`config.mk`:
```
export PLATFORM = sky130hd
export DESIGN_NAME = tcs_selector
export DESIGN_NICKNAME = d
export VERILOG_FILES = /design/src/hdl/tcs_pkg.sv /design/src/hdl/tcs_dec_if.sv /design/src/hdl/tcs_decoder.sv /design/src/hdl/tcs_selector.sv
export SDC_FILE = /design/constraint.sdc
export NUM_CORES = 1
export LEC_CHECK = 0
export BUFFER_PORTS_ARGS = -buffer_cell sky130_fd_sc_hd__buf_2
export CAP_MARGIN = 5
export CORE_MARGIN = 4
export CORE_UTILIZATION = 40
export DETAILED_ROUTE_END_ITERATION = 10
export GPL_ROUTABILITY_DRIVEN = 0
export GPL_TIMING_DRIVEN = 0
export PLACE_DENSITY = 0.6
export SYNTH_ARGS = -nofsm -noshare
export SYNTH_HDL_FRONTEND = slang
export SYNTH_SLANG_ARGS = --single-unit
```
`constraint.sdc`:
```
create_clock -name i_clk -period 2.5 [get_ports i_clk]
set_input_delay 0.5 -clock i_clk [delete_from_list [all_inputs] [get_ports i_clk]]
set_output_delay 0.5 -clock i_clk [all_outputs]
set_load 0.02 [all_outputs]
```
`src/hdl/tcs_pkg.sv`:
```
// Package for the touch channel selector: widths, codes and decode ranges.
// Assumes a single 125 MHz clock domain and synchronous active-low reset.
package tcs_pkg;
	localparam int          CNT_W       = 4;
	localparam int          NUM_CH      = 10;
	localparam logic [3:0]  CNT_RESET   = 4'h0;
	localparam logic [3:0]  CNT_STEP    = 4'h1;
	localparam logic [3:0]  BASE_LO     = 4'h0;
	localparam logic [3:0]  EXP_LO      = 4'h6;
	localparam int          SYNC_STAGES = 2;
	// Variant selector.
	typedef enum logic [0:0] {
		TCS_BASIC    = 1'b0,
		TCS_EXPANDER = 1'b1
	} tcs_variant_t;
	// Load sequencer states.
	typedef enum logic [1:0] {
		TCS_PRESET = 2'b00,
		TCS_IDLE   = 2'b01,
		TCS_LOAD   = 2'b10
	} tcs_state_t;
endpackage : tcs_pkg

```
`src/hdl/tcs_dec_if.sv`:
```
// Interface carrying the counter value from the selector core to its decoder.
// Assumes both ends run on the same clock.
`timescale 1ns/1ns
interface tcs_dec_if;
	logic [3:0] code;
	logic [9:0] sel_n;
	modport core (output code, input  sel_n);
	modport dec  (input  code, output sel_n);
endinterface : tcs_dec_if

```
`src/hdl/tcs_decoder.sv`:
```
// Four-to-ten channel decoder with a selectable base code.
// Assumes the code input is stable within one clock cycle.
`timescale 1ns/1ns
module tcs_decoder #(
	parameter logic [3:0] BASE = 4'h0
) (
	// Code in, active-low selects out.
	tcs_dec_if.dec d
);
	// One output low for codes BASE..BASE+9; all high otherwise.
	always_comb begin
		logic [4:0] rel;
		rel = {1'b0, d.code} - {1'b0, BASE};
		d.sel_n = 10'h3ff;
		if (d.code >= BASE && rel < 5'(tcs_pkg::NUM_CH)) begin
			d.sel_n[rel[3:0]] = 1'b0;
		end
	end
endmodule : tcs_decoder

```
`src/hdl/tcs_selector.sv`:
```
// Touch channel selector core: down counter, parallel load, decode, mute.
// Assumes pad and enable inputs are synchronous and touch stops by pad match.
`timescale 1ns/1ns
// Contract
// - Each clock pulse decrements the counter, stepping through outputs one at a time.
// - The counter is decoded so at most one channel output is low; codes outside the decode range leave all high.
// - When the touched channel output becomes active the clock is stopped and held.
// - Outside a parallel load the basic variant drives the counter value on the address pins.
// - A parallel load captures the address pins when enable is released, then holds.
// - At power-up the address lines and counter are forced to zero, channel one; the expander drives its pins only while reset is held and selects no channel.
// - Mute is asserted while clocking is active, enable is active, or preset applies.
// - The clock input accepts external pulses which step the selection.
// - Address outputs present the counter as plain binary 0000 to 1111.
// - The counter cycles through all 16 states with no shortened modulus.
// - The basic decoder answers codes 0000 to 1001, the expander 0110 to 1111.
// - The expander counter is a transparent register passing the address lines.
module tcs_selector #(
	parameter tcs_pkg::tcs_variant_t VARIANT   = tcs_pkg::TCS_BASIC,
	parameter int                    PRESET_CY = 4
) (
	// Clock and reset.
	input  wire logic       i_clk,
	input  wire logic       i_nrst,
	// Touch pads, one per channel, high while touched.
	input  wire logic [9:0] i_touch,
	// External step pulse input, high pulse per step.
	input  wire logic       i_step,
	// Parallel load enable, active low.
	input  wire logic       i_load_en_n,
	// Two-way binary address pins.
	input  wire logic [3:0] i_addr,
	output logic      [3:0] o_addr,
	output logic      [3:0] o_addr_oe,
	// Channel outputs, active low.
	output logic      [9:0] o_chan_n,
	// Mute output, high while muted.
	output logic            o_mute
);
	initial begin
		if (PRESET_CY < 1 || PRESET_CY > 255) $error("PRESET_CY out of range");
	end

	localparam bit EXP = (VARIANT == tcs_pkg::TCS_EXPANDER);

	tcs_pkg::tcs_state_t state_reg;
	logic [3:0]          cnt_reg;
	logic [7:0]          pre_reg;
	logic                step_s1_reg;
	logic                step_s2_reg;
	logic                step_d_reg;
	logic                run_reg;
	logic                step_seen_reg;
	logic                en_d_reg;
	logic [9:0]          touch_hit;
	logic                step_edge;
	logic                en_rise;
	tcs_dec_if           dec_bus ();

	tcs_decoder #(
		.BASE (EXP ? tcs_pkg::EXP_LO : tcs_pkg::BASE_LO)
	) u_dec (
		.d (dec_bus.dec)
	);
	assign dec_bus.code = cnt_reg;

	// Two-flop synchroniser on the step pin, then a rising edge detector.
	always_ff @(posedge i_clk) begin
		if (!i_nrst) begin
			step_s1_reg <= 1'b0;
			step_s2_reg <= 1'b0;
			step_d_reg  <= 1'b0;
		end else begin
			step_s1_reg <= i_step;
			step_s2_reg <= step_s1_reg;
			step_d_reg  <= step_s2_reg;
		end
	end
	assign step_edge = step_s2_reg && !step_d_reg;

	// A touched pad whose output is active acts as the clock shunt.
	assign touch_hit = i_touch & ~dec_bus.sel_n;

	// Internal oscillator runs while a pad is touched and no touched channel is selected, basic variant only.
	always_ff @(posedge i_clk) begin
		if (!i_nrst) begin
			run_reg <= 1'b0;
		end else begin
			run_reg <= (|i_touch) && !(|touch_hit) && !EXP;
		end
	end

	// Release edge of the load enable.
	always_ff @(posedge i_clk) begin
		if (!i_nrst) begin
			en_d_reg <= 1'b0;
		end else begin
			en_d_reg <= !i_load_en_n;
		end
	end
	assign en_rise = en_d_reg && i_load_en_n;

	// Preset, idle and load sequencing.
	always_ff @(posedge i_clk) begin
		if (!i_nrst) begin
			state_reg <= tcs_pkg::TCS_PRESET;
			pre_reg   <= 8'h00;
		end else begin
			case (state_reg)
				tcs_pkg::TCS_PRESET: begin
					pre_reg <= pre_reg + 8'h01;
					if (pre_reg == 8'(PRESET_CY - 1)) begin
						state_reg <= tcs_pkg::TCS_IDLE;
					end
				end
				tcs_pkg::TCS_IDLE: begin
					if (!i_load_en_n && !EXP) begin
						state_reg <= tcs_pkg::TCS_LOAD;
					end
				end
				tcs_pkg::TCS_LOAD: begin
					if (i_load_en_n) begin
						state_reg <= tcs_pkg::TCS_IDLE;
					end
				end
				default: begin
					state_reg <= tcs_pkg::TCS_PRESET;
				end
			endcase
		end
	end

	// Counter: zero at preset, load on release, else step down by one.
	// Wrap from 0 to 15 is natural, so all sixteen codes are visited.
	// The oscillator step is also gated by the live pad match, because the registered
	// run flag lags by one cycle and would otherwise step past the touched channel.
	// The load uses the release edge of the enable, so a held enable never reloads.
	always_ff @(posedge i_clk) begin
		if (!i_nrst) begin
			cnt_reg <= tcs_pkg::CNT_RESET;
		end else if (state_reg == tcs_pkg::TCS_PRESET) begin
			cnt_reg <= tcs_pkg::CNT_RESET;
		end else if (EXP) begin
			cnt_reg <= i_addr;
		end else if (state_reg == tcs_pkg::TCS_LOAD && en_rise) begin
			cnt_reg <= i_addr;
		end else if (state_reg == tcs_pkg::TCS_IDLE
			&& ((run_reg && !(|touch_hit)) || step_edge)) begin
			cnt_reg <= cnt_reg - tcs_pkg::CNT_STEP;
		end
	end

	// Registered outputs; address pins driven by the basic variant except while loading.
	always_ff @(posedge i_clk) begin
		if (!i_nrst) begin
			o_addr    <= tcs_pkg::CNT_RESET;
			o_addr_oe <= 4'hf;
			o_chan_n  <= 10'h3ff;
		end else begin
			o_addr    <= cnt_reg;
			o_addr_oe <= {4{!EXP && state_reg != tcs_pkg::TCS_LOAD && i_load_en_n}};
			o_chan_n  <= dec_bus.sel_n;
		end
	end

	// Mute follows clock activity, enable and preset.
	always_ff @(posedge i_clk) begin
		if (!i_nrst) begin
			o_mute        <= 1'b1;
			step_seen_reg <= 1'b0;
		end else begin
			step_seen_reg <= step_s2_reg;
			o_mute <= run_reg || step_seen_reg || !i_load_en_n
				|| state_reg == tcs_pkg::TCS_PRESET;
		end
	end

	// Checks.
	AST_PRESET_ZERO: assert property (@(posedge i_clk) disable iff (!i_nrst)
		state_reg == tcs_pkg::TCS_PRESET |=> cnt_reg == tcs_pkg::CNT_RESET)
		else $error("counter not zero during preset");
	AST_STEP_DEC: assert property (@(posedge i_clk) disable iff (!i_nrst)
		(state_reg == tcs_pkg::TCS_IDLE && step_edge && !EXP && i_load_en_n)
		|=> cnt_reg == $past(cnt_reg) - 4'h1)
		else $error("step did not decrement");
	AST_ONEHOT: assert property (@(posedge i_clk) disable iff (!i_nrst)
		$countones(~o_chan_n) <= 1)
		else $error("more than one channel active");
	AST_STOP: assert property (@(posedge i_clk) disable iff (!i_nrst)
		(|touch_hit) |=> !run_reg)
		else $error("clock not stopped at touched channel");
	AST_TOUCH_HOLD: assert property (@(posedge i_clk) disable iff (!i_nrst)
		(state_reg == tcs_pkg::TCS_IDLE && (|touch_hit) && !step_edge && !EXP)
		|=> $stable(cnt_reg))
		else $error("counter moved past the touched channel");
	AST_MUTE_PRESET: assert property (@(posedge i_clk) disable iff (!i_nrst)
		state_reg == tcs_pkg::TCS_PRESET |=> o_mute)
		else $error("mute missing during preset");
	AST_EXP_PASS: assert property (@(posedge i_clk) disable iff (!i_nrst)
		(EXP && state_reg == tcs_pkg::TCS_IDLE)
		|=> cnt_reg == $past(i_addr))
		else $error("expander register not transparent");
	AST_ADDR_OUT: assert property (@(posedge i_clk) disable iff (!i_nrst)
		o_addr_oe == 4'hf |-> o_addr == $past(cnt_reg))
		else $error("address pins not showing counter");
	AST_LOAD: assert property (@(posedge i_clk) disable iff (!i_nrst)
		(state_reg == tcs_pkg::TCS_LOAD && i_load_en_n) |=> cnt_reg == $past(i_addr))
		else $error("load not captured on release");
	AST_NO_DRIVE_LOAD: assert property (@(posedge i_clk) disable iff (!i_nrst)
		!i_load_en_n |=> o_addr_oe == 4'h0)
		else $error("address driven during load");
	AST_MUTE: assert property (@(posedge i_clk) disable iff (!i_nrst)
		(!i_load_en_n || run_reg) |=> o_mute)
		else $error("mute missing");
	AST_WRAP: assert property (@(posedge i_clk) disable iff (!i_nrst)
		(cnt_reg == 4'h0 && step_edge && state_reg == tcs_pkg::TCS_IDLE
		&& !EXP && i_load_en_n) |=> cnt_reg == 4'hf)
		else $error("counter did not wrap to 15");
endmodule : tcs_selector

```
==> results of run 1 <==
==> power by group <==
group / switching, mW / internal [mW]
combinational: 0.0526 / 0.0479
clock: 0.183 / 0.251
sequential: 0.0159 / 0.577
==> routing by layer <==
layer  up-vias  GRT usage  wire length, um
li1        640          -                -
met1       579      0.153             1420
met2        31      0.218             1520
met3         5     0.0676              192
met4         0     0.0489               35
met5         -          0                0
==> worst max-delay path: cells and delay by family, from the launching register on <==
family | cells | cell delay, ps
DFF | 1 | 460
buffers and inverters | 1 | 140
AOI/OAI and AO/OA | 4 | 860
and+or+nand+nor | 1 | 390
adders and majority gates | 1 | 300
==> cell families after synthesis <==
kind of cell	count (synthesis)
compound gates	25
simple gates	72
fa+ha+maj	6
mux	1
flops	35
xor+xnor	7
buf+inv	14
==> layout make-up <==
type,instances,share of cell area
Clock buffer,8,0.0535
Timing Repair Buffer,36,0.0963
Inverter,4,0.00803
Buffer,10,0.0314
Sequential cell,35,0.375
Tap cell,48,0.0321
Multi-Input combinational cell,111,0.404
==> placed cells by master, fill, tap and decap left out, types with 2 or more instances in the layout <==
cell / Yosys / layout
buf_2: 2 / 38
dfxtp_1: 35 / 35
nand2_1: 20 / 20
and2_1: 16 / 16
clkbuf_8: 0 / 7
ha_1: 6 / 6
nand3_1: 5 / 5
xnor2_1: 5 / 5
inv_1: 4 / 4
clkbuf_1: 3 / 4
nor2_1: 4 / 4
nor2b_1: 4 / 4
o21ai_0: 4 / 4
nor4_1: 3 / 3
buf_4: 3 / 3
nand3b_1: 2 / 2
or4_1: 2 / 2
a22oi_1: 2 / 2
a22o_1: 2 / 2
o21ai_1: 2 / 2
a21oi_1: 2 / 2
o31ai_1: 2 / 2
nand4_1: 2 / 2
xor2_1: 2 / 2
==> stage by stage <==
step	setup slack [ps]	util	hold WS (ps)	area, sq um
floorplan	539	-	412	1530
global placement	268	0.480	420	1770
detailed placement	225	0.480	433	1770
CTS	212	0.507	432	1870
global route	92.6	0.507	434	1870
finish	236	0.507	433	1870
==> how the worst min path moves through the flow <==
stage,startpoint,to,slack [ps],depth (start not counted)
after global routing,i_addr[1],cnt_reg[1],430,3
final,i_step,step_s1_reg,430,2
after global placement,step_s1_reg,step_s2_reg,420,1
after floorplan,step_s1_reg,step_s2_reg,410,1
after detailed placement,step_s1_reg,step_s2_reg,430,1
after CTS,i_step,step_s1_reg,430,2
==> results.py, run 1 <==
metrics = {
    "yosys": {
        "synth_edf_count": 0,
        "synth-simple-area-share": 0.276,
        "synth_warnings": 0,
        "synth.most_common_cell": "dfxtp_1",
        "synth_top_family_by_area": "simple AND/OR/NAND/NOR gates",
        "netlist.area_leader.share": 0.458,
        "ys_async_sr_fraction": 0,
        "synth.area.top_cells": "dfxtp_1 46%, and2_1 6.5%, ha_1 4.9%",
        "netlist_area_sq_um": 1530,
        "synth_commonest_cells": "35 x dfxtp_1, 20 x nand2_1, 16 x and2_1, 6 x ha_1",
        "synth_cells": 160,
        "ys.flop_type": "dfxtp_1",
        "yosysTopAreaCell": "dfxtp_1",
        "syn-num-nets": 184,
        "ys_seq_elements": 35,
        "yosys.area_share.adder": 0.0491,
        "synth.avg_cell_area_sq_um": 9.56,
        "yosys-mux-area-fraction": 0.00654,
        "ys_seq_area_frac": 0.458,
        "ys_types": 51,
        "synthXorXnorAreaFrac": 0.0401,
        "synth_compound_area_frac": 0.123,
    },
    "final_layout": {
        "multi_input_area_sq_um": 756,
        "area_growth_pct": 22.2,
        "drive_gt1_frac": 0.265,
        "regArea_sq_um": 701,
        "nNetsFinal": 227,
        "largest_reg_flops": 10,
        "antennaDiodeCount": 0,
        "final.fill_count": 379,
        "stdcell_count": 252,
    },
    "worst_setup_path": {
        "worstSetupEndpoint": "cnt_reg[0]",
        "crit_arrival_ps": 2450,
        "path_cells": "inv_1 -> ha_1 -> a22o_1 -> a32o_1 -> nor4_4 -> o21ai_1 -> a31o_1",
        "ff2ff_path_depth": 7,
        "cp_slowest_cell": "dfxtp_1",
        "endpoint_kind": "flip-flop",
        "worstReg2RegEnd": "cnt_reg[0]",
        "crit_path_max_incr_delay_ps": 460,
        "crit_type": "reg2reg",
        "cp-startpoint": "cnt_reg[0]",
        "cp-start-kind": "flip-flop",
        "r2r_start": "cnt_reg[0]",
        "crit_required_ps": 2680,
        "path_max_fanout": 7,
        "reg2reg_setup_slack_ps": 240,
    },
    "pwr": {
        "p_per_area_nw_per_um2": 603,
        "finalPower_mw": 1.13,
        "ir_worst_vdd_v": 0.000338,
        "p_leak_nw": 0.782,
    },
    "clocking": {
        "cts_inserted_buffers": 5,
        "cts-root-buf": "clkbuf_8",
        "clkTransAtPathRegs_ps": 70,
        "clock_latency_ps": 280,
        "post-cts-setup-buffer-count": 0,
        "clock_sinks": 35,
        "cts-htree-levels": 2,
        "cts_hold_buf": 0,
        "clockBufferDepth": 2,
        "cts-resized-gates": 0,
        "cts_tree": "built",
    },
    "routing": {
        "wirelength_um": 3170,
        "vias": 1255,
        "drt_iter0_markers": 59,
        "avgViaCountPerCell": 4.98,
        "firstDrtPassIters": 4,
        "drc": 0,
        "drtAntennaViolNets": 0,
        "wl_per_cell_um": 12.6,
    },
    "placed_design": {
        "dpl.hpwl_um": 2400,
        "io_buffers": 36,
        "dp_cells": 244,
    },
    "run": {
        "maxCapViolCount": 0,
    },
    "grt": {
        "grt_pass1_vias": 1253,
        "track_usage": 0.135,
        "grt_pass1_wl_um": 5300,
        "grt_max_degree": 11,
        "overflow": 0,
        "antenna_found_initial": 0,
    },
    "timing": {
        "setup-violations-final": 0,
        "drv_slew": 0,
        "fmax_mhz": 442,
        "fin_crit_sh": 0.906,
        "tns_ps": 0,
        "rsz0062_at_grt": "false",
        "period_minus_slack_ps": 2260,
        "finalHoldViolCount": 0,
        "skew_ps": 7.62,
        "slew_headroom": 0.698,
        "tightest_slew_ps": 450,
    },
    "floorplanning": {
        "coreArea_sq_um": 3690,
        "fp.dieH_um": 69.9,
        "ios": 37,
        "die_w_um": 69.9,
        "die_area_sq_um": 4880,
        "row_count": 22,
        "start_util": 0.415,
    },
    "status": {
        "status": "finished clean",
    },
    "min_path": {
        "timing.hold.worst.class": "in2reg",
    },
}
Note: power is estimated with default switching activity, not from simulation.
==> run 2, diff against run 1 <==
--- a/config.mk
+++ b/config.mk
@@ -13,6 +13,7 @@
 export GPL_ROUTABILITY_DRIVEN = 0
 export GPL_TIMING_DRIVEN = 0
 export PLACE_DENSITY = 0.6
+export RECOVER_POWER = 50
 export SYNTH_ARGS = -nofsm -noshare
 export SYNTH_HDL_FRONTEND = slang
 export SYNTH_SLANG_ARGS = --single-unit
==> run 2 against run 1 <==
Critical path depth is the same; global-route usage is the same; combinational power about the same; non-clock buffer count unchanged; count of clock-buffer cells in the layout did not move; fmax rose by 0.21%; core utilization decreased by 0.68 points; largest cell class unchanged; largest power group unchanged.
==> results.py, run 2 (same netlist as run 1, synthesis figures left out) <==
metrics = {
    "status": {
        "status": "finished clean",
    },
    "timing": {
        "slew_headroom": 0.680,
        "fmax_mhz": 443,
        "setup-violations-final": 0,
        "tns_ps": 0,
        "finalHoldViolCount": 0,
        "rsz0062_at_grt": "false",
        "skew_ps": 7.21,
        "tightest_slew_ps": 480,
        "period_minus_slack_ps": 2260,
        "drv_slew": 0,
        "fin_crit_sh": 0.904,
    },
    "floorplanning": {
        "coreArea_sq_um": 3690,
        "start_util": 0.415,
        "die_area_sq_um": 4880,
        "row_count": 22,
        "ios": 37,
        "die_w_um": 69.9,
        "fp.dieH_um": 69.9,
    },
    "routing": {
        "avgViaCountPerCell": 5.02,
        "wl_per_cell_um": 12.7,
        "wirelength_um": 3200,
        "firstDrtPassIters": 4,
        "vias": 1266,
        "drc": 0,
        "drt_iter0_markers": 61,
        "drtAntennaViolNets": 0,
    },
    "final_layout": {
        "antennaDiodeCount": 0,
        "layout_commonest_cell": "dfxtp_1",
        "largest_reg_flops": 10,
        "nNetsFinal": 227,
        "area_growth_pct": 20.6,
        "stdcell_area_sq_um": 1850,
        "drive_gt1_frac": 0.191,
        "final_cell_mix": "35 x dfxtp_1, 24 x buf_2, 20 x nand2_1",
    },
    "pwr": {
        "ir_worst_vdd_v": 0.000338,
        "p_per_area_nw_per_um2": 611,
        "p_leak_nw": 0.746,
    },
    "worst_setup_path": {
        "crit_path_max_incr_delay_ps": 460,
        "path_max_fanout": 7,
        "endpoint_kind": "flip-flop",
        "crit_type": "reg2reg",
        "cp_slowest_cell": "dfxtp_1",
        "crit_arrival_ps": 2440,
        "path_cells": "inv_1 -> ha_1 -> a22o_1 -> a32o_1 -> nor4_4 -> o21ai_1 -> a31o_1",
        "crit_required_ps": 2680,
        "cp-start-kind": "flip-flop",
    },
    "clocking": {
        "cts_inserted_buffers": 5,
        "cts_hold_buf": 0,
        "cts-root-buf": "clkbuf_8",
        "clock_latency_ps": 280,
        "cts-htree-levels": 2,
        "clockBufferDepth": 2,
        "post-cts-setup-buffer-count": 0,
        "cts-resized-gates": 0,
        "cts_tree": "built",
        "clock_sinks": 35,
        "clkTransAtPathRegs_ps": 70,
    },
    "grt": {
        "grt_pass1_wl_um": 5300,
        "antenna_found_initial": 0,
        "overflow": 0,
        "grt_max_degree": 11,
        "track_usage": 0.135,
        "grt_pass1_vias": 1253,
    },
    "placed_design": {
        "dpl.hpwl_um": 2400,
        "io_buffers": 36,
        "dpl_cell_area_sq_um": 1770,
    },
    "run": {
        "maxCapViolCount": 0,
    },
    "min_path": {
        "timing.hold.worst.class": "in2reg",
    },
}
## run 2: cell types whose count changed in the layout (fill, tap and decap cells not counted), sizes merged
cell	change
clkbuf	+15
buf	-15
## run 2: routing by layer
metal | routed length, um | vias to the layer above | track usage
met5 | 0 | - | 0
met3 | 197 | 5 | 0.0676
li1 | - | 642 | -
met2 | 1520 | 31 | 0.218
met1 | 1450 | 588 | 0.153
met4 | 35 | 0 | 0.0489
## run 2: layout make-up
cell class              instances  area, sq um
fillers                       391         1840
multi-input cells             111          756
flip-flops and latches         35          701
repair buffers                 36          164
clock buffers                   8          100
well taps                      48         60.1
plain buffers                  10         50.0
inverters                       4         15.0
## run 2: path summary, 6_finish.rpt
kind,start,to,slack (ps),cells after the start
worst max register to register,cnt_reg[0],cnt_reg[0],240,7
worst min register to register,step_s1_reg,step_s2_reg,440,1
worst min-delay path,i_step,step_s1_reg,430,2
worst max-delay path,cnt_reg[0],cnt_reg[0],240,7
## run 2: where the power goes
| group | leakage (nW) | internal, mW | switching, mW |
|---|---|---|---|
| combinational | 0.410 | 0.0471 | 0.0526 |
| clock | 0.0515 | 0.251 | 0.183 |
| sequential | 0.285 | 0.577 | 0.0160 |
| total | 0.746 | 0.875 | 0.252 |
## run 2: critical path, delay by kind of cell, from the launching register on
kind	cells	cell delay [ps]
buf+inv	1	140
flops	1	460
fa+ha+maj	1	300
simple gates	1	390
compound gates	4	860
## run 2: per-stage QoR
stage          total power, mW  hold WS, ps  setup slack, ps  std cells   util
3_5_place_dp             0.705          433              225        244  0.480
5_1_grt                   1.18          434             91.5        252  0.500
2_1_floorplan            0.668          412              539        160      -
6_report                  1.13          433              240        252  0.500
3_3_place_gp             0.701          420              268        244  0.480
4_1_cts                   1.14          432              212        252  0.507
